<file path="src/verilog/ack_seq_pkg.sv">
// Shared constants and types for the input acknowledge sequencer.
package ack_seq_pkg;
	// Clock period and acknowledge widths in nanoseconds.
	localparam int CLK_NS = 8;
	localparam int ACK_FAST_NS = 2250;
	localparam int ACK_SLOW_NS = 14750;
	// Least times round up to whole cycles.
	localparam int ACK_FAST_CYC = (ACK_FAST_NS + CLK_NS - 1) / CLK_NS;
	localparam int ACK_SLOW_CYC = (ACK_SLOW_NS + CLK_NS - 1) / CLK_NS;
	localparam int ACK_CNT_W = 11;
	// Slot index is (time - 1) * 4 + (phase - 1).
	localparam logic [3:0] SLOT_T12 = 4'h1;
	localparam logic [3:0] SLOT_T13 = 4'h2;
	localparam logic [3:0] SLOT_T14 = 4'h3;
	localparam logic [3:0] SLOT_T21 = 4'h4;
	localparam logic [3:0] SLOT_T22 = 4'h5;
	localparam logic [3:0] SLOT_T24 = 4'h7;
	localparam logic [3:0] SLOT_T41 = 4'hC;
	localparam logic [3:0] SLOT_LAST = 4'hF;
	// Register byte addresses.
	localparam logic [7:0] ADDR_CTRL = 8'h00;
	localparam logic [7:0] ADDR_FUNC = 8'h04;
	localparam logic [7:0] ADDR_STAT = 8'h08;
	localparam logic [7:0] ADDR_INT_STAT = 8'h0C;
	localparam logic [7:0] ADDR_INT_MASK = 8'h10;
	localparam logic [7:0] ADDR_RD_ADDR = 8'h14;
	localparam logic [7:0] ADDR_RD_DATA = 8'h18;
	localparam logic [7:0] ADDR_MON = 8'h1C;
	localparam logic [1:0] RESP_OKAY = 2'h0;
	localparam logic [1:0] RESP_SLVERR = 2'h2;
	// Interrupt event bit positions.
	localparam int EV_STORED = 0;
	localparam int EV_ACK_DONE = 1;
	localparam int EV_MONITOR = 2;
	localparam int EV_INACTIVE = 3;
	localparam int EV_W = 4;
	localparam int CH_SEL_W = 4;
	// Control register layout, bit 31 downward.
	typedef struct packed {
		logic [19:0] unused;
		logic [3:0] channel_sel;
		logic output_or_external_function;
		logic bootstrap_readonly_address;
		logic cont_data_req;
		logic terminate;
		logic monitor_req;
		logic slow_interface;
		logic paired_channel_flag;
		logic activate;
	} ctrl_s;
	localparam ctrl_s CTRL_RESET = '0;
	typedef enum logic [1:0] {ST_IDLE, ST_SEQ1, ST_SEQ2} seq_e;
endpackage : ack_seq_pkg

</file>
<file path="src/verilog/word_store.sv">
// Small memory that keeps the stored input words for software read-back.
`timescale 1ns/1ns
`default_nettype none
module word_store #(
	parameter int WIDTH = 18,
	parameter int DEPTH = 16
) (
	input wire logic clk_i,
	input wire logic ce_i,
	input wire logic we_i,
	input wire logic [$clog2(DEPTH)-1:0] waddr_i,
	input wire logic [WIDTH-1:0] wdata_i,
	input wire logic [$clog2(DEPTH)-1:0] raddr_i,
	output logic [WIDTH-1:0] rdata_o
);
	logic [WIDTH-1:0] mem [DEPTH];

	// Write port and registered read port.
	always_ff @(posedge clk_i)
	begin
		if (ce_i)
		begin
			if (we_i)
				mem[waddr_i] <= wdata_i;
			rdata_o <= mem[raddr_i];
		end
	end
endmodule : word_store
`default_nettype wire

</file>
<file path="src/verilog/input_channel_ack_sequencer.sv">
// Input sequence control, acknowledge generator and register slave.
//
// Chosen here: the AXI4-Lite interface to the registers and the register addresses.
`timescale 1ns/1ns
`default_nettype none
module input_channel_ack_sequencer #(
	parameter int WORD_W = 18,
	parameter int NUM_CH = 16,
	parameter int STORE_DEPTH = 16
) (
	input wire logic clk_i,
	input wire logic rst_i,
	input wire logic ce_i,
	input wire logic input_data_request_i,
	input wire logic [WORD_W-1:0] input_data_i,
	output logic input_acknowledge_o,
	output logic store_select_o,
	output logic [WORD_W-1:0] memory_write_register_o,
	output logic mem_write_inhibit_o,
	output logic cm_addr_inhibit_o,
	output logic bnet_17_16_inhibit_o,
	output logic irq_o,
	input wire logic [7:0] s_axi_awaddr,
	input wire logic s_axi_awvalid,
	output logic s_axi_awready,
	input wire logic [31:0] s_axi_wdata,
	input wire logic [3:0] s_axi_wstrb,
	input wire logic s_axi_wvalid,
	output logic s_axi_wready,
	output logic [1:0] s_axi_bresp,
	output logic s_axi_bvalid,
	input wire logic s_axi_bready,
	input wire logic [7:0] s_axi_araddr,
	input wire logic s_axi_arvalid,
	output logic s_axi_arready,
	output logic [31:0] s_axi_rdata,
	output logic [1:0] s_axi_rresp,
	output logic s_axi_rvalid,
	input wire logic s_axi_rready
);
	localparam int SA_W = $clog2(STORE_DEPTH);

	// Refuse sizes that the register layout or the acknowledge counter cannot hold.
	if (WORD_W < 18 || WORD_W > 32 || NUM_CH < 1 || NUM_CH > 16 || STORE_DEPTH < 2
		|| ack_seq_pkg::ACK_SLOW_CYC >= (1 << ack_seq_pkg::ACK_CNT_W))
	begin : g_bad_size
		$error("input_channel_ack_sequencer: unsupported parameters");
	end

	ack_seq_pkg::ctrl_s ctrl_r;
	ack_seq_pkg::seq_e state_r;
	logic [NUM_CH-1:0] func_sel_r, monitor_r;
	logic [ack_seq_pkg::EV_W-1:0] int_stat_r, int_mask_r, ev;
	logic [3:0] slot_r;
	logic [3:0] chan_r;
	logic req_m_r, req_s_r, armed_r, active_r, second_r, pair_lat_r, slow_lat_r;
	logic [WORD_W-1:0] data_m_r, data_s_r, rd_word;
	logic [ack_seq_pkg::ACK_CNT_W-1:0] ack_cnt_r;
	logic ack_gen_r, we_r;
	logic [SA_W-1:0] wr_ptr_r, rd_addr_r;
	logic aw_got_r, w_got_r;
	logic [7:0] aw_addr_r;
	logic [31:0] w_data_r, wr_mask;
	logic [3:0] w_strb_r;
	logic wr_do, start, in_seq, at_t14, at_t41_2, ack_set, mon_set, act_clr;

	// Two-stage synchronisers for the request and data pins.
	always_ff @(posedge clk_i or posedge rst_i)
	begin
		if (rst_i)
		begin
			req_m_r <= 1'b0;
			req_s_r <= 1'b0;
			data_m_r <= '0;
			data_s_r <= '0;
		end
		else if (ce_i)
		begin
			req_m_r <= input_data_request_i;
			req_s_r <= req_m_r;
			data_m_r <= input_data_i;
			data_s_r <= data_m_r;
		end
	end

	// Decodes of the sequence slots.
	assign in_seq = state_r != ack_seq_pkg::ST_IDLE;
	assign start = state_r == ack_seq_pkg::ST_IDLE && req_s_r && armed_r && active_r && !ack_gen_r;
	assign at_t14 = in_seq && slot_r == ack_seq_pkg::SLOT_T14;
	assign at_t41_2 = state_r == ack_seq_pkg::ST_SEQ2 && slot_r == ack_seq_pkg::SLOT_T41;
	assign ack_set = (state_r == ack_seq_pkg::ST_SEQ1 && at_t14 && !pair_lat_r) || at_t41_2;
	assign mon_set = in_seq && slot_r == ack_seq_pkg::SLOT_T13 && !ctrl_r.terminate
		&& ctrl_r.monitor_req;
	assign act_clr = in_seq && slot_r == ack_seq_pkg::SLOT_T13 && !ctrl_r.terminate
		&& !ctrl_r.cont_data_req;
	assign wr_do = aw_got_r && w_got_r && !s_axi_bvalid;

	// Sequence state, slot counter and second-sequence request.
	always_ff @(posedge clk_i or posedge rst_i)
	begin
		if (rst_i)
		begin
			state_r <= ack_seq_pkg::ST_IDLE;
			slot_r <= '0;
			second_r <= 1'b0;
			pair_lat_r <= 1'b0;
			slow_lat_r <= 1'b0;
			chan_r <= '0;
		end
		else if (ce_i)
		begin
			slot_r <= in_seq ? slot_r + 4'h1 : '0;
			if (start)
			begin
				state_r <= ack_seq_pkg::ST_SEQ1;
				chan_r <= ctrl_r.channel_sel;
				// Indexed mode is taken from the selected channel's selector only.
				pair_lat_r <= ctrl_r.paired_channel_flag | func_sel_r[ctrl_r.channel_sel];
				slow_lat_r <= ctrl_r.slow_interface;
			end
			if (state_r == ack_seq_pkg::ST_SEQ1 && slot_r == ack_seq_pkg::SLOT_T22 && pair_lat_r
				&& !ctrl_r.output_or_external_function)
				second_r <= 1'b1;
			if (slot_r == ack_seq_pkg::SLOT_LAST && in_seq)
			begin
				// The second pass re-runs the slot commands except the T14 acknowledge and the T22 request; its T41 sets the acknowledge and drops bnet_17_16_inhibit_o.
				state_r <= second_r ? ack_seq_pkg::ST_SEQ2 : ack_seq_pkg::ST_IDLE;
				second_r <= 1'b0;
			end
		end
	end

	// Store path steering, write register and inhibits.
	always_ff @(posedge clk_i or posedge rst_i)
	begin
		if (rst_i)
		begin
			store_select_o <= 1'b0;
			memory_write_register_o <= '0;
			we_r <= 1'b0;
			wr_ptr_r <= '0;
			mem_write_inhibit_o <= 1'b0;
			cm_addr_inhibit_o <= 1'b0;
			bnet_17_16_inhibit_o <= 1'b0;
		end
		else if (ce_i)
		begin
			we_r <= 1'b0;
			if (we_r)
				wr_ptr_r <= wr_ptr_r + 1'b1;
			if (in_seq && slot_r == ack_seq_pkg::SLOT_T12)
				store_select_o <= 1'b1;
			if (in_seq && slot_r == ack_seq_pkg::SLOT_T21)
				store_select_o <= 1'b0;
			if (at_t14 && !ctrl_r.bootstrap_readonly_address)
			begin
				memory_write_register_o <= data_s_r;
				we_r <= 1'b1;
			end
			if (start)
			begin
				mem_write_inhibit_o <= 1'b1;
				cm_addr_inhibit_o <= 1'b1;
				bnet_17_16_inhibit_o <= 1'b1;
			end
			if (in_seq && slot_r == ack_seq_pkg::SLOT_T24)
			begin
				mem_write_inhibit_o <= 1'b0;
				cm_addr_inhibit_o <= 1'b0;
			end
			if (at_t41_2)
				bnet_17_16_inhibit_o <= 1'b0;
		end
	end

	// Acknowledge generator; the pulse width is the generator's set time.
	always_ff @(posedge clk_i or posedge rst_i)
	begin
		if (rst_i)
		begin
			ack_gen_r <= 1'b0;
			ack_cnt_r <= '0;
		end
		else if (ce_i)
		begin
			if (ack_set)
			begin
				ack_gen_r <= 1'b1;
				ack_cnt_r <= slow_lat_r ? ack_seq_pkg::ACK_CNT_W'(ack_seq_pkg::ACK_SLOW_CYC)
					: ack_seq_pkg::ACK_CNT_W'(ack_seq_pkg::ACK_FAST_CYC);
			end
			else if (ack_gen_r)
			begin
				ack_cnt_r <= ack_cnt_r - 1'b1;
				if (ack_cnt_r == ack_seq_pkg::ACK_CNT_W'(1))
					ack_gen_r <= 1'b0;
			end
		end
	end
	assign input_acknowledge_o = ack_gen_r;

	// Re-arm only once the request has dropped after an acknowledge.
	always_ff @(posedge clk_i or posedge rst_i)
	begin
		if (rst_i)
			armed_r <= 1'b1;
		else if (ce_i)
		begin
			if (start)
				armed_r <= 1'b0;
			else if (!req_s_r && !in_seq)
				armed_r <= 1'b1;
		end
	end

	// Channel active flag: software activation wins over the sequence clear.
	always_ff @(posedge clk_i or posedge rst_i)
	begin
		if (rst_i)
			active_r <= 1'b0;
		else if (ce_i)
		begin
			if (wr_do && aw_addr_r == ack_seq_pkg::ADDR_CTRL && w_strb_r[0] && w_data_r[0])
				active_r <= 1'b1;
			else if (act_clr)
				active_r <= 1'b0;
		end
	end

	// Per-channel monitor flags, cleared by writing one; a set wins.
	assign wr_mask = {{8{w_strb_r[3]}}, {8{w_strb_r[2]}}, {8{w_strb_r[1]}}, {8{w_strb_r[0]}}};
	generate
		for (genvar i = 0; i < NUM_CH; i++)
		begin : g_mon
			localparam logic [3:0] CH_IDX = 4'(i);
			always_ff @(posedge clk_i or posedge rst_i)
			begin
				if (rst_i)
					monitor_r[i] <= 1'b0;
				else if (ce_i)
				begin
					if (mon_set && chan_r == CH_IDX)
						monitor_r[i] <= 1'b1;
					else if (wr_do && aw_addr_r == ack_seq_pkg::ADDR_MON && (w_data_r[i] & wr_mask[i]))
						monitor_r[i] <= 1'b0;
				end
			end
		end
	endgenerate

	// Interrupt status, mask and the level interrupt.
	assign ev = {act_clr & active_r, mon_set, ack_gen_r & (ack_cnt_r == ack_seq_pkg::ACK_CNT_W'(1)), we_r};
	always_ff @(posedge clk_i or posedge rst_i)
	begin
		if (rst_i)
		begin
			int_stat_r <= '0;
			irq_o <= 1'b0;
		end
		else if (ce_i)
		begin
			if (wr_do && aw_addr_r == ack_seq_pkg::ADDR_INT_STAT)
				int_stat_r <= (int_stat_r & ~(w_data_r[ack_seq_pkg::EV_W-1:0]
					& wr_mask[ack_seq_pkg::EV_W-1:0])) | ev;
			else
				int_stat_r <= int_stat_r | ev;
			irq_o <= |((int_stat_r | ev) & int_mask_r);
		end
	end

	// Software-written registers.
	always_ff @(posedge clk_i or posedge rst_i)
	begin
		if (rst_i)
		begin
			ctrl_r <= ack_seq_pkg::CTRL_RESET;
			func_sel_r <= '0;
			int_mask_r <= '0;
			rd_addr_r <= '0;
		end
		else if (ce_i && wr_do)
		begin
			unique case (aw_addr_r)
				ack_seq_pkg::ADDR_CTRL: ctrl_r <= (ctrl_r & ~wr_mask) | (w_data_r & wr_mask & 32'hFFE);
				ack_seq_pkg::ADDR_FUNC: func_sel_r <= (func_sel_r & ~wr_mask[NUM_CH-1:0])
					| (w_data_r[NUM_CH-1:0] & wr_mask[NUM_CH-1:0]);
				ack_seq_pkg::ADDR_INT_MASK: int_mask_r <= w_data_r[ack_seq_pkg::EV_W-1:0];
				ack_seq_pkg::ADDR_RD_ADDR: rd_addr_r <= w_data_r[SA_W-1:0];
				default: ;
			endcase
		end
	end

	// AXI4-Lite write channels, taken in either order.
	always_ff @(posedge clk_i or posedge rst_i)
	begin
		if (rst_i)
		begin
			s_axi_awready <= 1'b0;
			s_axi_wready <= 1'b0;
			s_axi_bvalid <= 1'b0;
			s_axi_bresp <= ack_seq_pkg::RESP_OKAY;
			aw_got_r <= 1'b0;
			w_got_r <= 1'b0;
			aw_addr_r <= '0;
			w_data_r <= '0;
			w_strb_r <= '0;
		end
		else if (ce_i)
		begin
			s_axi_awready <= s_axi_awvalid && !s_axi_awready && !aw_got_r;
			s_axi_wready <= s_axi_wvalid && !s_axi_wready && !w_got_r;
			if (s_axi_awvalid && s_axi_awready)
			begin
				aw_got_r <= 1'b1;
				aw_addr_r <= s_axi_awaddr;
			end
			if (s_axi_wvalid && s_axi_wready)
			begin
				w_got_r <= 1'b1;
				w_data_r <= s_axi_wdata;
				w_strb_r <= s_axi_wstrb;
			end
			if (wr_do)
			begin
				aw_got_r <= 1'b0;
				w_got_r <= 1'b0;
				s_axi_bvalid <= 1'b1;
				s_axi_bresp <= (aw_addr_r[1:0] != 2'h0 || aw_addr_r > ack_seq_pkg::ADDR_MON)
					? ack_seq_pkg::RESP_SLVERR : ack_seq_pkg::RESP_OKAY;
			end
			else if (s_axi_bready)
				s_axi_bvalid <= 1'b0;
		end
	end

	// AXI4-Lite read channel.
	always_ff @(posedge clk_i or posedge rst_i)
	begin
		if (rst_i)
		begin
			s_axi_arready <= 1'b0;
			s_axi_rvalid <= 1'b0;
			s_axi_rdata <= '0;
			s_axi_rresp <= ack_seq_pkg::RESP_OKAY;
		end
		else if (ce_i)
		begin
			s_axi_arready <= s_axi_arvalid && !s_axi_arready && !s_axi_rvalid;
			if (s_axi_arvalid && s_axi_arready)
			begin
				s_axi_rvalid <= 1'b1;
				s_axi_rresp <= ack_seq_pkg::RESP_OKAY;
				unique case (s_axi_araddr)
					ack_seq_pkg::ADDR_CTRL: s_axi_rdata <= ctrl_r | 32'(active_r);
					ack_seq_pkg::ADDR_FUNC: s_axi_rdata <= 32'(func_sel_r);
					ack_seq_pkg::ADDR_STAT: s_axi_rdata <= {16'h0000, 10'h000, armed_r, store_select_o,
						state_r, ack_gen_r, active_r};
					ack_seq_pkg::ADDR_INT_STAT: s_axi_rdata <= 32'(int_stat_r);
					ack_seq_pkg::ADDR_INT_MASK: s_axi_rdata <= 32'(int_mask_r);
					ack_seq_pkg::ADDR_RD_ADDR: s_axi_rdata <= 32'(rd_addr_r);
					ack_seq_pkg::ADDR_RD_DATA: s_axi_rdata <= 32'(rd_word);
					ack_seq_pkg::ADDR_MON: s_axi_rdata <= 32'(monitor_r);
					default:
					begin
						s_axi_rdata <= '0;
						s_axi_rresp <= ack_seq_pkg::RESP_SLVERR;
					end
				endcase
			end
			else if (s_axi_rready)
				s_axi_rvalid <= 1'b0;
		end
	end

	// Stored words kept for read-back.
	word_store #(.WIDTH(WORD_W), .DEPTH(STORE_DEPTH)) u_store (
		.clk_i(clk_i),
		.ce_i(ce_i),
		.we_i(we_r),
		.waddr_i(wr_ptr_r),
		.wdata_i(memory_write_register_o),
		.raddr_i(rd_addr_r),
		.rdata_o(rd_word)
	);

	// Cycle count of the acknowledge, read only by the checks below.
	logic [ack_seq_pkg::ACK_CNT_W-1:0] ack_len_r;
	always_ff @(posedge clk_i or posedge rst_i)
	begin
		if (rst_i)
			ack_len_r <= '0;
		else if (ce_i)
			ack_len_r <= ack_gen_r ? ack_len_r + 1'b1 : '0;
	end
	localparam int FAST_LEN = ack_seq_pkg::ACK_FAST_CYC;
	localparam int SLOW_LEN = ack_seq_pkg::ACK_SLOW_CYC;

	// Word stored in the current sequence, read only by the checks below.
	logic stored_r;
	always_ff @(posedge clk_i or posedge rst_i)
	begin
		if (rst_i)
			stored_r <= 1'b0;
		else if (ce_i)
		begin
			if (we_r)
				stored_r <= 1'b1;
			else if (start || (slot_r == ack_seq_pkg::SLOT_LAST && in_seq))
				stored_r <= 1'b0;
		end
	end
endmodule : input_channel_ack_sequencer
`default_nettype wire

</file>
<file path="config.mk">
export PLATFORM = sky130hd
export DESIGN_NAME = input_channel_ack_sequencer
export DESIGN_NICKNAME = d
export VERILOG_FILES = /design/src/verilog/ack_seq_pkg.sv /design/src/verilog/word_store.sv /design/src/verilog/input_channel_ack_sequencer.sv
export SDC_FILE = /design/constraint.sdc
export NUM_CORES = 1
export LEC_CHECK = 0
export ABC_AREA = 1
export BUFFER_PORTS_ARGS = -buffer_cell sky130_fd_sc_hd__buf_2
export CAP_MARGIN = 5
export CORE_MARGIN = 2
export CORE_UTILIZATION = 40
export DETAILED_ROUTE_END_ITERATION = 6
export GPL_TIMING_DRIVEN = 0
export PLACE_DENSITY_LB_ADDON = 0.1
export RECOVER_POWER = 50
export SLEW_MARGIN = 20
export SYNTH_ARGS = -nofsm -noshare
export SYNTH_HDL_FRONTEND = slang
export SYNTH_HIERARCHICAL = 1
export SYNTH_SLANG_ARGS = --single-unit
export TNS_END_PERCENT = 10
</file>
<file path="constraint.sdc">
create_clock -name clk_i -period 9 [get_ports clk_i]
set_input_delay 0.45 -clock clk_i [delete_from_list [all_inputs] [get_ports clk_i]]
set_output_delay 0.45 -clock clk_i [all_outputs]
set_load 0.01 [all_outputs]
</file>
==> results of run 1 <==
[layout by cell type (no fill, tap or decap), types with 11 or more instances in the layout]
master	Yosys	layout
o21ai_0	148	158
buf_2	47	121
o21ai_2	25	18
buf_4	11	11
nor2_4	5	15
inv_1	349	349
clkbuf_1	21	98
clkbuf_16	0	61
nor2_1	92	79
nand3_1	301	303
clkbuf_8	0	13
nand2_1	769	770
buf_6	14	12
edfxtp_1	306	306
dfrtp_1	236	236
[layer usage]
layer	up-vias	part of all wire [%]
met4	0	2.4
met2	456	48
met5	-	0
li1	8242	-
met3	99	5.1
met1	8434	45
[cells in the mapped netlist, drive strengths merged (6+ instances only)]
| library cell | count |
|---|---|
| clkbuf | 21 |
| nand3 | 305 |
| nand4 | 9 |
| ha | 7 |
| o21ai | 186 |
| o22ai | 6 |
| nand2 | 775 |
| nor2 | 104 |
| edfxtp | 306 |
| buf | 78 |
| xor2 | 6 |
| a21oi | 7 |
| dfrtp | 236 |
| nor3 | 10 |
| inv | 357 |
[stage by stage]
step	std cells	util [%]	hold WS, ps
final	3449	46.8	37.0
after global routing	3448	46.8	25.4
after CTS	3448	47.1	2.52
after detailed placement	3337	43.8	461
after global placement	3330	43.4	458
after floorplan	2440	-	442
[kinds of logic after synthesis]
family | count (synthesis) | synth area share (%)
flip-flops | 543 | 64.2
buffers and inverters | 459 | 8.21
other | 1 | 0.0159
XOR/XNOR | 10 | 0.372
AND/OR/NAND/NOR | 1209 | 21.8
adder cells (fa/ha/maj) | 7 | 0.372
AO/OA/AOI/OAI | 210 | 5.05
[sequential cells by signal, summed over array words and instances, names as in the netlist, 8 cells and up, named ones only]
signal                   flops
u_store/mem                288
aw_addr_r                    8
memory_write_register_o     18
ack_cnt_r                   11
data_s_r                    18
ctrl_r                      21
s_axi_rdata                 32
u_store/rdata_o             18
monitor_r                   16
w_data_r                    16
data_m_r                    18
[critical path, cell delays in order]
cell and delay (ps):
clkbuf_1 850, clkbuf_1 470, clkinvlp_2 570, nor2_1 560, inv_1 180, nor2_1 540, clkinv_1 270, nor2_1 460
nor2_1 90
[final cells by class]
class                      instances  area, um^2
antenna                            1        2.50
inverter                         360        1360
tap                              765         957
sequential                       543       15100
multi-input combinational       1438        6500
timing repair buffer             135         727
fill                            5608       30800
buffer                            99         546
clock buffer                      97        1790
clock inverter                    11        91.3
[power by group]
part	switching (mW)	internal, mW
clock network	0.982	1.38
registers	0.441	3.08
logic	0.758	0.330
[worst max path at each step]
stage	from	endpoint	slack [ps]	depth (start not counted)
after floorplan	rst_i	async pin	2050	1
after global placement	rst_i	s_axi_rdata[20]	-740	2
after detailed placement	ce_i	u_store/mem[7][10]	6280	5
after CTS	rd_addr_r[2]	u_store/rdata_o[7]	6440	6
after global routing	ce_i	ctrl_r[28]	4620	9
final	ce_i	ctrl_r[30]	4990	9
==> results.sh, run 1 <==
export IMPL_cts_setup_buffers=0
export IMPL_ir_worst_vdd_mv=0.154
export IMPL_synth_largest_area_cell="edfxtp_1"
export IMPL_synth_seq_area_share_pct=64.2
export IMPL_critPathMaxFanout=20
export IMPL_synthArstFlopShare_pct=43.6
export IMPL_port_buffers=125
export IMPL_synth_area_leaders="edfxtp_1 39%, dfrtp_1 25%, nand2_1 12%"
export IMPL_clkTransAtPathRegs_ps=60
export IMPL_r2r_slack_ps=6370
export IMPL_antenna_found_initial=0
export IMPL_synth_edff_count=306
export IMPL_core_mm2=0.0579
export IMPL_syn_to_final_growth_pct=15.0
export IMPL_grtUsageMet2_pct=37.7
export IMPL_die_h_um=247
export IMPL_gp_congestion=0.892
export IMPL_grt_usage_pct=22.5
export IMPL_ff2ff_path_depth=8
export IMPL_maxSlewViolCount=48
export IMPL_io_pin_count=144
export IMPL_synth_top_area_share_pct=39.0
export IMPL_synth_area_mm2=0.0236
export IMPL_globalRouteMet1Util_pct=31.2
export IMPL_cts_max_level=2
export IMPL_grt_setup_unrepaired="no"
export IMPL_synth_flop_cell="edfxtp_1"
export IMPL_yosysWarnings=6
export IMPL_ys_ff_latch=543
export IMPL_critical_path_class="primary input to register"
export IMPL_worstPathArrival_ps=4470
export IMPL_holdPathStages=3
export IMPL_fin_worst_skew_ps=20.5
export IMPL_setup_worst_path_start_class="primary input"
export IMPL_fp_row_count=88
export IMPL_finalPower_mw=6.97
export IMPL_cap_violations=1
export IMPL_die_area_mm2=0.0608
export IMPL_relSlewSlack_pct=-45.8
export IMPL_wl_per_cell_um=19.8
export IMPL_post_dp_cell_area_mm2=0.0254
export IMPL_cts_buffers=60
export IMPL_min_to="data_m_r[3]"
export IMPL_cp_end_kind="register"
export IMPL_worst_slack_ps=4990
export IMPL_busiest_layer="met2"
export IMPL_post_place_ws_ps=6280
export IMPL_reg2reg_to="ctrl_r[30]"
export IMPL_clk_insertion_delay_late_ps=620
export IMPL_syn_area_per_cell_um2=9.66
export IMPL_grt_max_degree=98
export IMPL_grt_pass1_wl_um=103000
export IMPL_synth_cell_type_count=46
export IMPL_setup_violations=0
export IMPL_finalInstanceArea_mm2=0.0271
export IMPL_grt_pass1_vias=16800
export IMPL_cts_resized_gates=0
export IMPL_final_hold_viol_count=0
export IMPL_via_count=17200
export IMPL_power_leakage_nw=12.3
export IMPL_hold_path_class="primary input to register"
export IMPL_outcome="complete, but fails checks"
export IMPL_tns_ps=0
export IMPL_first_pass_iters=5
export IMPL_cts_sinks=543
export IMPL_die_x_um=247
export IMPL_drc=0
export IMPL_clockRootBuffer="clkbuf_16"
export IMPL_min_period_ps=4010
export IMPL_nNetsFinal=2723
export IMPL_cts_tree="yes"
export IMPL_drive_gt1_share_pct=11.1
export IMPL_crit_required_ps=9470
export IMPL_hp_start="input_data_i[3]"
export IMPL_ant_nets=0
export IMPL_initial_core_util_pct=40.7
export IMPL_drt_initial_drc_count=1381
export IMPL_grt_overflow=0
export IMPL_max_clock_path_buffers=3
export IMPL_syn_inst=2439
export IMPL_routed_wl_um=68100
export IMPL_via_per_inst=5.00
export IMPL_min_period_over_period_pct=44.5
export IMPL_violations="max-capacitance violations, max-slew violations"
export IMPL_hpwl_um=47200
export IMPL_tightest_slew_ps=2170
export IMPL_holdBufCountCts=3
export IMPL_timing_rr_start="s_axi_bvalid"
export IMPL_p_per_area_mw_per_mm2=257
export IMPL_use_met3_pct=2.43
export IMPL_fmax_mhz=250
No activity file was read; power rests on OpenSTA's default activity.
==> run 2, diff against run 1 <==
Clock period 9 ns to 3.4 ns, I/O delays scaled along.
==> results.sh, run 2 (same netlist as run 1, synthesis figures left out) <==
export IMPL_outcome="finished clean"
export IMPL_diodes=0
export IMPL_r2r_slack_ps=910
export IMPL_initial_core_util_pct=40.7
export IMPL_ir_worst_vdd_mv=0.439
export IMPL_holdPathStages=6
export IMPL_layout_commonest_cell="nand2_1"
export IMPL_grt_overflow=0
export IMPL_die_area_mm2=0.0608
export IMPL_grt_pass1_wl_um=104000
export IMPL_swShare_pct=31.4
export IMPL_mostFrequentLayoutCells="769 x nand2_1, 349 x inv_1, 306 x edfxtp_1"
export IMPL_via_count=17500
export IMPL_wl_per_cell_um=19.6
export IMPL_ant_nets=0
export IMPL_die_h_um=247
export IMPL_antenna_found_initial=1
export IMPL_cts_max_level=2
export IMPL_fp_row_count=88
export IMPL_port_buffers=125
export IMPL_worst_slack_ps=904
export IMPL_top_regs="u_store/mem: 288 flops, s_axi_rdata: 32 flops, ctrl_r: 21 flops"
export IMPL_crit_buf_inv=5
export IMPL_setup_violations=0
export IMPL_clockRootBuffer="clkbuf_16"
export IMPL_min_to="s_axi_rdata[17]"
export IMPL_first_pass_iters=7
export IMPL_crit_path_max_incr_delay_ps=870
export IMPL_max_clock_path_buffers=3
export IMPL_critPathTopFamily="buffers and inverters"
export IMPL_io_pin_count=144
export IMPL_power_leakage_nw=12.7
export IMPL_hold_path_class="primary input to register"
export IMPL_reg2reg_to="u_store/rdata_o[5]"
export IMPL_clkTransAtPathRegs_ps=60
export IMPL_top_register="u_store/mem"
export IMPL_grt_max_degree=34
export IMPL_p_seq_share_pct=50.1
export IMPL_worst_path_max_delay_cell="clkbuf_1"
export IMPL_fmax_mhz=401
export IMPL_path_cells="clkbuf_1 -> buf_6 -> clkbuf_1 -> clkbuf_1 -> clkbuf_1 -> nand2_1 -> o21ai_0"
export IMPL_setup_worst_path_start_class="primary input"
export IMPL_min_period_ps=2500
export IMPL_netSwitchingPower_mw=5.85
export IMPL_gp_congestion=0.907
export IMPL_final_hold_viol_count=0
export IMPL_die_x_um=247
export IMPL_cts_setup_buffers=0
export IMPL_hp_start="s_axi_araddr[7]"
export IMPL_cts_buffers=58
export IMPL_post_place_ws_ps=947
export IMPL_p_comb_share_pct=16.1
export IMPL_relSlewSlack_pct=19.2
export IMPL_busiest_layer="met2"
export IMPL_cts_tree="yes"
export IMPL_grt_usage_pct=22.9
export IMPL_worstPathArrival_ps=3030
export IMPL_use_met3_pct=2.81
export IMPL_worst_path_most_repeated_cell="clkbuf_1"
export IMPL_timing_rr_start="rd_addr_r[2]"
export IMPL_critPathMaxFanout=20
export IMPL_grt_pass1_vias=17200
export IMPL_holdBufCountCts=57
export IMPL_finalPower_mw=18.6
export IMPL_largest_reg_flops=288
export IMPL_syn_to_final_growth_pct=17.9
export IMPL_grtUsageMet2_pct=39.1
export IMPL_tightest_slew_ps=1210
export IMPL_maxSlewViolCount=0
export IMPL_min_period_over_period_pct=73.4
export IMPL_drc=0
export IMPL_grt_setup_unrepaired="no"
export IMPL_via_per_inst=4.98
export IMPL_cp_end_kind="register"
export IMPL_core_mm2=0.0579
export IMPL_drive_gt1_share_pct=11.8
export IMPL_nNetsFinal=2779
export IMPL_cts_sinks=543
export IMPL_routed_wl_um=68600
export IMPL_clk_insertion_delay_late_ps=620
export IMPL_p_int_mw=12.8
export IMPL_ff2ff_path_depth=6
export IMPL_globalRouteMet1Util_pct=30.8
export IMPL_drt_initial_drc_count=1479
export IMPL_clockPowerShare_pct=33.8
export IMPL_fin_worst_skew_ps=26.1
export IMPL_hpwl_um=47400
export IMPL_critical_path_class="primary input to register"
export IMPL_cap_violations=0
export IMPL_crit_required_ps=3940
export IMPL_p_per_area_mw_per_mm2=671
export IMPL_cts_resized_gates=0
## run 2: per-layer routing
layer  wire length [um]  vias to the layer above
met5                  0                        -
met3               3380                       92
met4               1630                        0
li1                   -                     8350
met2              33500                      442
met1              30000                     8579
## run 2: layout make-up
type / count / area, um^2
tap: 765 / 957
clock inverter: 27 / 263
timing repair buffer: 193 / 1310
fill: 5555 / 30100
inverter: 360 / 1360
sequential: 543 / 15100
clock buffer: 79 / 1610
buffer: 99 / 569
multi-input combinational: 1438 / 6590
## run 2: worst max path at each step
stage | from | end | cells past startpoint
4_1_cts | rd_addr_r[2] | u_store/rdata_o[7] | 6
2_1_floorplan | rst_i | async pin | 1
5_1_grt | ce_i | data_m_r[0] | 7
3_3_place_gp | rst_i | data_m_r[3] | 2
3_5_place_dp | ce_i | u_store/mem[7][11] | 5
6_report | ce_i | data_s_r[13] | 7
## run 2: power groups by stage
stage | Clock [mW] | Combinational [mW] | Sequential [mW]
after floorplan | 0 | 1.77 | 8.93
after global placement | 0 | 2.82 | 9.46
after detailed placement | 0 | 2.94 | 9.48
after CTS | 6.44 | 3.04 | 9.36
after global routing | 6.70 | 3.36 | 9.47
final | 6.30 | 3.00 | 9.33
## run 2: through the flow
step | utilization (%) | hold slack, ps | area [um^2] | cells | setup TNS (ps)
after floorplan | - | 280 | 23600 | 2440 | 0
after global placement | 43.4 | 371 | 25100 | 3330 | -317520
after detailed placement | 43.9 | 268 | 25400 | 3341 | 0
after CTS | 48.2 | 55.9 | 27900 | 3504 | 0
after global routing | 48.0 | 183 | 27800 | 3504 | 0
final | 48.0 | 152 | 27800 | 3504 | 0
## run 2: tightest hold or removal path: stages
cell,delay (ps)
buf_2,80
nor2_1,40
nand2_1,120
nor3_4,70
nand3_1,130
o211ai_2,90
==> run 3, diff against run 2 <==
Clock period 3.4 ns to 2.2 ns, I/O delays scaled along.
==> results.sh, run 3 (same netlist as run 1, synthesis figures left out) <==
export IMPL_outcome="finished clean"
export IMPL_critical_path_class="register to register"
export IMPL_port_buffers=125
export IMPL_clockRootBuffer="clkbuf_16"
export IMPL_clkTransAtPathRegs_ps=60
export IMPL_path_cells="buf_4 -> buf_1 -> nand3_1 -> nand3_1 -> nand2_1"
export IMPL_tns_ps=0
export IMPL_mostFrequentLayoutCells="769 x nand2_1, 348 x inv_1, 306 x edfxtp_1"
export IMPL_clk_insertion_delay_late_ps=620
export IMPL_swShare_pct=31.4
export IMPL_cts_setup_buffers=0
export IMPL_setup_violations=0
export IMPL_io_pin_count=144
export IMPL_die_x_um=247
export IMPL_setup_worst_path_start_class="register"
export IMPL_hpwl_um=47400
export IMPL_core_mm2=0.0579
export IMPL_via_count=17500
export IMPL_diodes=0
export IMPL_cap_violations=0
export IMPL_min_period_ps=2140
export IMPL_finalPower_mw=28.9
export IMPL_finalInstanceArea_mm2=0.0279
export IMPL_initial_core_util_pct=40.7
export IMPL_whs_ps=93.3
export IMPL_fin_worst_skew_ps=25.4
export IMPL_globalRouteMet1Util_pct=30.8
export IMPL_via_per_inst=4.98
export IMPL_post_dp_cell_area_mm2=0.0254
export IMPL_worst_path_max_delay_cell="buf_1"
export IMPL_top_regs="u_store/mem: 288 flops, s_axi_rdata: 32 flops, ctrl_r: 21 flops"
export IMPL_grt_max_degree=34
export IMPL_min_period_over_period_pct=97.1
export IMPL_cts_tree="yes"
export IMPL_power_leakage_nw=12.9
export IMPL_netSwitchingPower_mw=9.06
export IMPL_worst_path_most_repeated_cell="nand3_1"
export IMPL_fmax_mhz=468
export IMPL_p_comb_share_pct=16.4
export IMPL_final_hold_viol_count=0
export IMPL_clockPowerShare_pct=33.7
export IMPL_grt_pass1_wl_um=104000
export IMPL_grt_usage_pct=23.0
export IMPL_die_area_mm2=0.0608
export IMPL_timing_rr_start="rd_addr_r[2]"
export IMPL_maxSlewViolCount=0
export IMPL_grt_setup_unrepaired="yes"
export IMPL_nNetsFinal=2784
export IMPL_startpoint="rd_addr_r[2]"
export IMPL_layout_area_seq_mm2=0.0151
export IMPL_top_register="u_store/mem"
export IMPL_drc=0
export IMPL_nFillCells=5525
export IMPL_first_pass_iters=5
export IMPL_cp_end_kind="register"
export IMPL_fp_row_count=88
export IMPL_busiest_layer="met2"
export IMPL_crit_buf_inv=2
export IMPL_die_h_um=247
export IMPL_crit_path_max_incr_delay_ps=590
export IMPL_worstPathArrival_ps=2470
export IMPL_relSlewSlack_pct=21.6
export IMPL_ant_nets=0
export IMPL_worst_slack_ps=63.9
export IMPL_drt_initial_drc_count=1464
export IMPL_cts_max_level=2
export IMPL_syn_to_final_growth_pct=18.6
export IMPL_use_met3_pct=2.84
export IMPL_cts_sinks=543
export IMPL_ir_worst_vdd_mv=0.681
export IMPL_max_clock_path_buffers=3
export IMPL_post_place_ws_ps=-219
export IMPL_tightest_slew_ps=1170
export IMPL_gp_congestion=0.907
export IMPL_routed_wl_um=68800
export IMPL_critPathMaxFanout=10
export IMPL_p_seq_share_pct=50.0
export IMPL_crit_required_ps=2540
export IMPL_grt_pass1_vias=17200
export IMPL_hold_path_class="primary input to register"
export IMPL_grt_overflow=0
export IMPL_largest_reg_flops=288
export IMPL_antenna_found_initial=1
export IMPL_multiInputGateArea_mm2=0.00660
export IMPL_wl_per_cell_um=19.6
export IMPL_layout_commonest_cell="nand2_1"
export IMPL_drive_gt1_share_pct=13.9
export IMPL_hp_start="s_axi_araddr[7]"
export IMPL_cts_buffers=58
export IMPL_p_int_mw=19.8
export IMPL_critPathTopFamily="buffers and inverters"
export IMPL_p_per_area_mw_per_mm2=1030
export IMPL_grtUsageMet2_pct=39.2
run 3: cell count changes in the layout (fill, tap and decap cells not counted), sizes merged:
cell / before / now
buf: 162 / 212
clkbuf: 152 / 102
dlygate4sd3: 57 / 62
clkinv: 22 / 21
clkinvlp: 3 / 4
run 3: routing by layer:
metal	wire, um	up-vias
met5	0	-
met3	3410	103
met1	30100	8555
met2	33700	472
met4	1690	0
li1	-	8362
run 3: area by class of cell:
cell class | count | area share (%)
Clock inverter | 27 | 0.941
Buffer | 99 | 2.09
Multi-Input combinational cell | 1438 | 23.6
Tap cell | 765 | 3.43
Timing Repair Buffer | 198 | 5.12
Inverter | 360 | 4.88
Sequential cell | 543 | 54.1
Clock buffer | 79 | 5.77
run 3: what timing repair did:
item	in CTS	in global routing
hold buffers	62	0
resized for setup	3	5
endpoints found under the setup margin	12	16
endpoints found under the hold margin	123	0
run 3: path summary, 6_finish.rpt:
check	slack, ps	end	cells past startpoint
setup / recovery	60	u_store/rdata_o[9]	5
hold / removal	90	s_axi_rdata[17]	6
setup reg to reg	60	u_store/rdata_o[9]	5
hold reg to reg	470	s_axi_arready	1
max in group asynchronous	260	aw_addr_r[7]	6
min in group asynchronous	290	s_axi_rdata[21]	3
run 3: power by group through the flow:
stage / Clock [mW] / Combinational [mW] / Sequential, mW
global placement: 0 / 4.36 / 14.6
finish: 9.72 / 4.73 / 14.4
detailed placement: 0 / 4.55 / 14.7
global route: 10.4 / 5.28 / 14.6
CTS: 9.95 / 4.74 / 14.5
floorplan: 0 / 2.74 / 13.8
run 3: tightest hold or removal path: stages:
cell and delay [ps]:
buf_2 80, nor2_1 40, nand2_1 120, nor3_4 70
nand3_1 130, o211ai_2 90
run 3: metrics by stage:
step	utilization (%)	cells
final	48.2	3509
after global routing	48.2	3509
after floorplan	-	2440
after detailed placement	43.9	3341
after CTS	48.2	3509
after global placement	43.4	3330
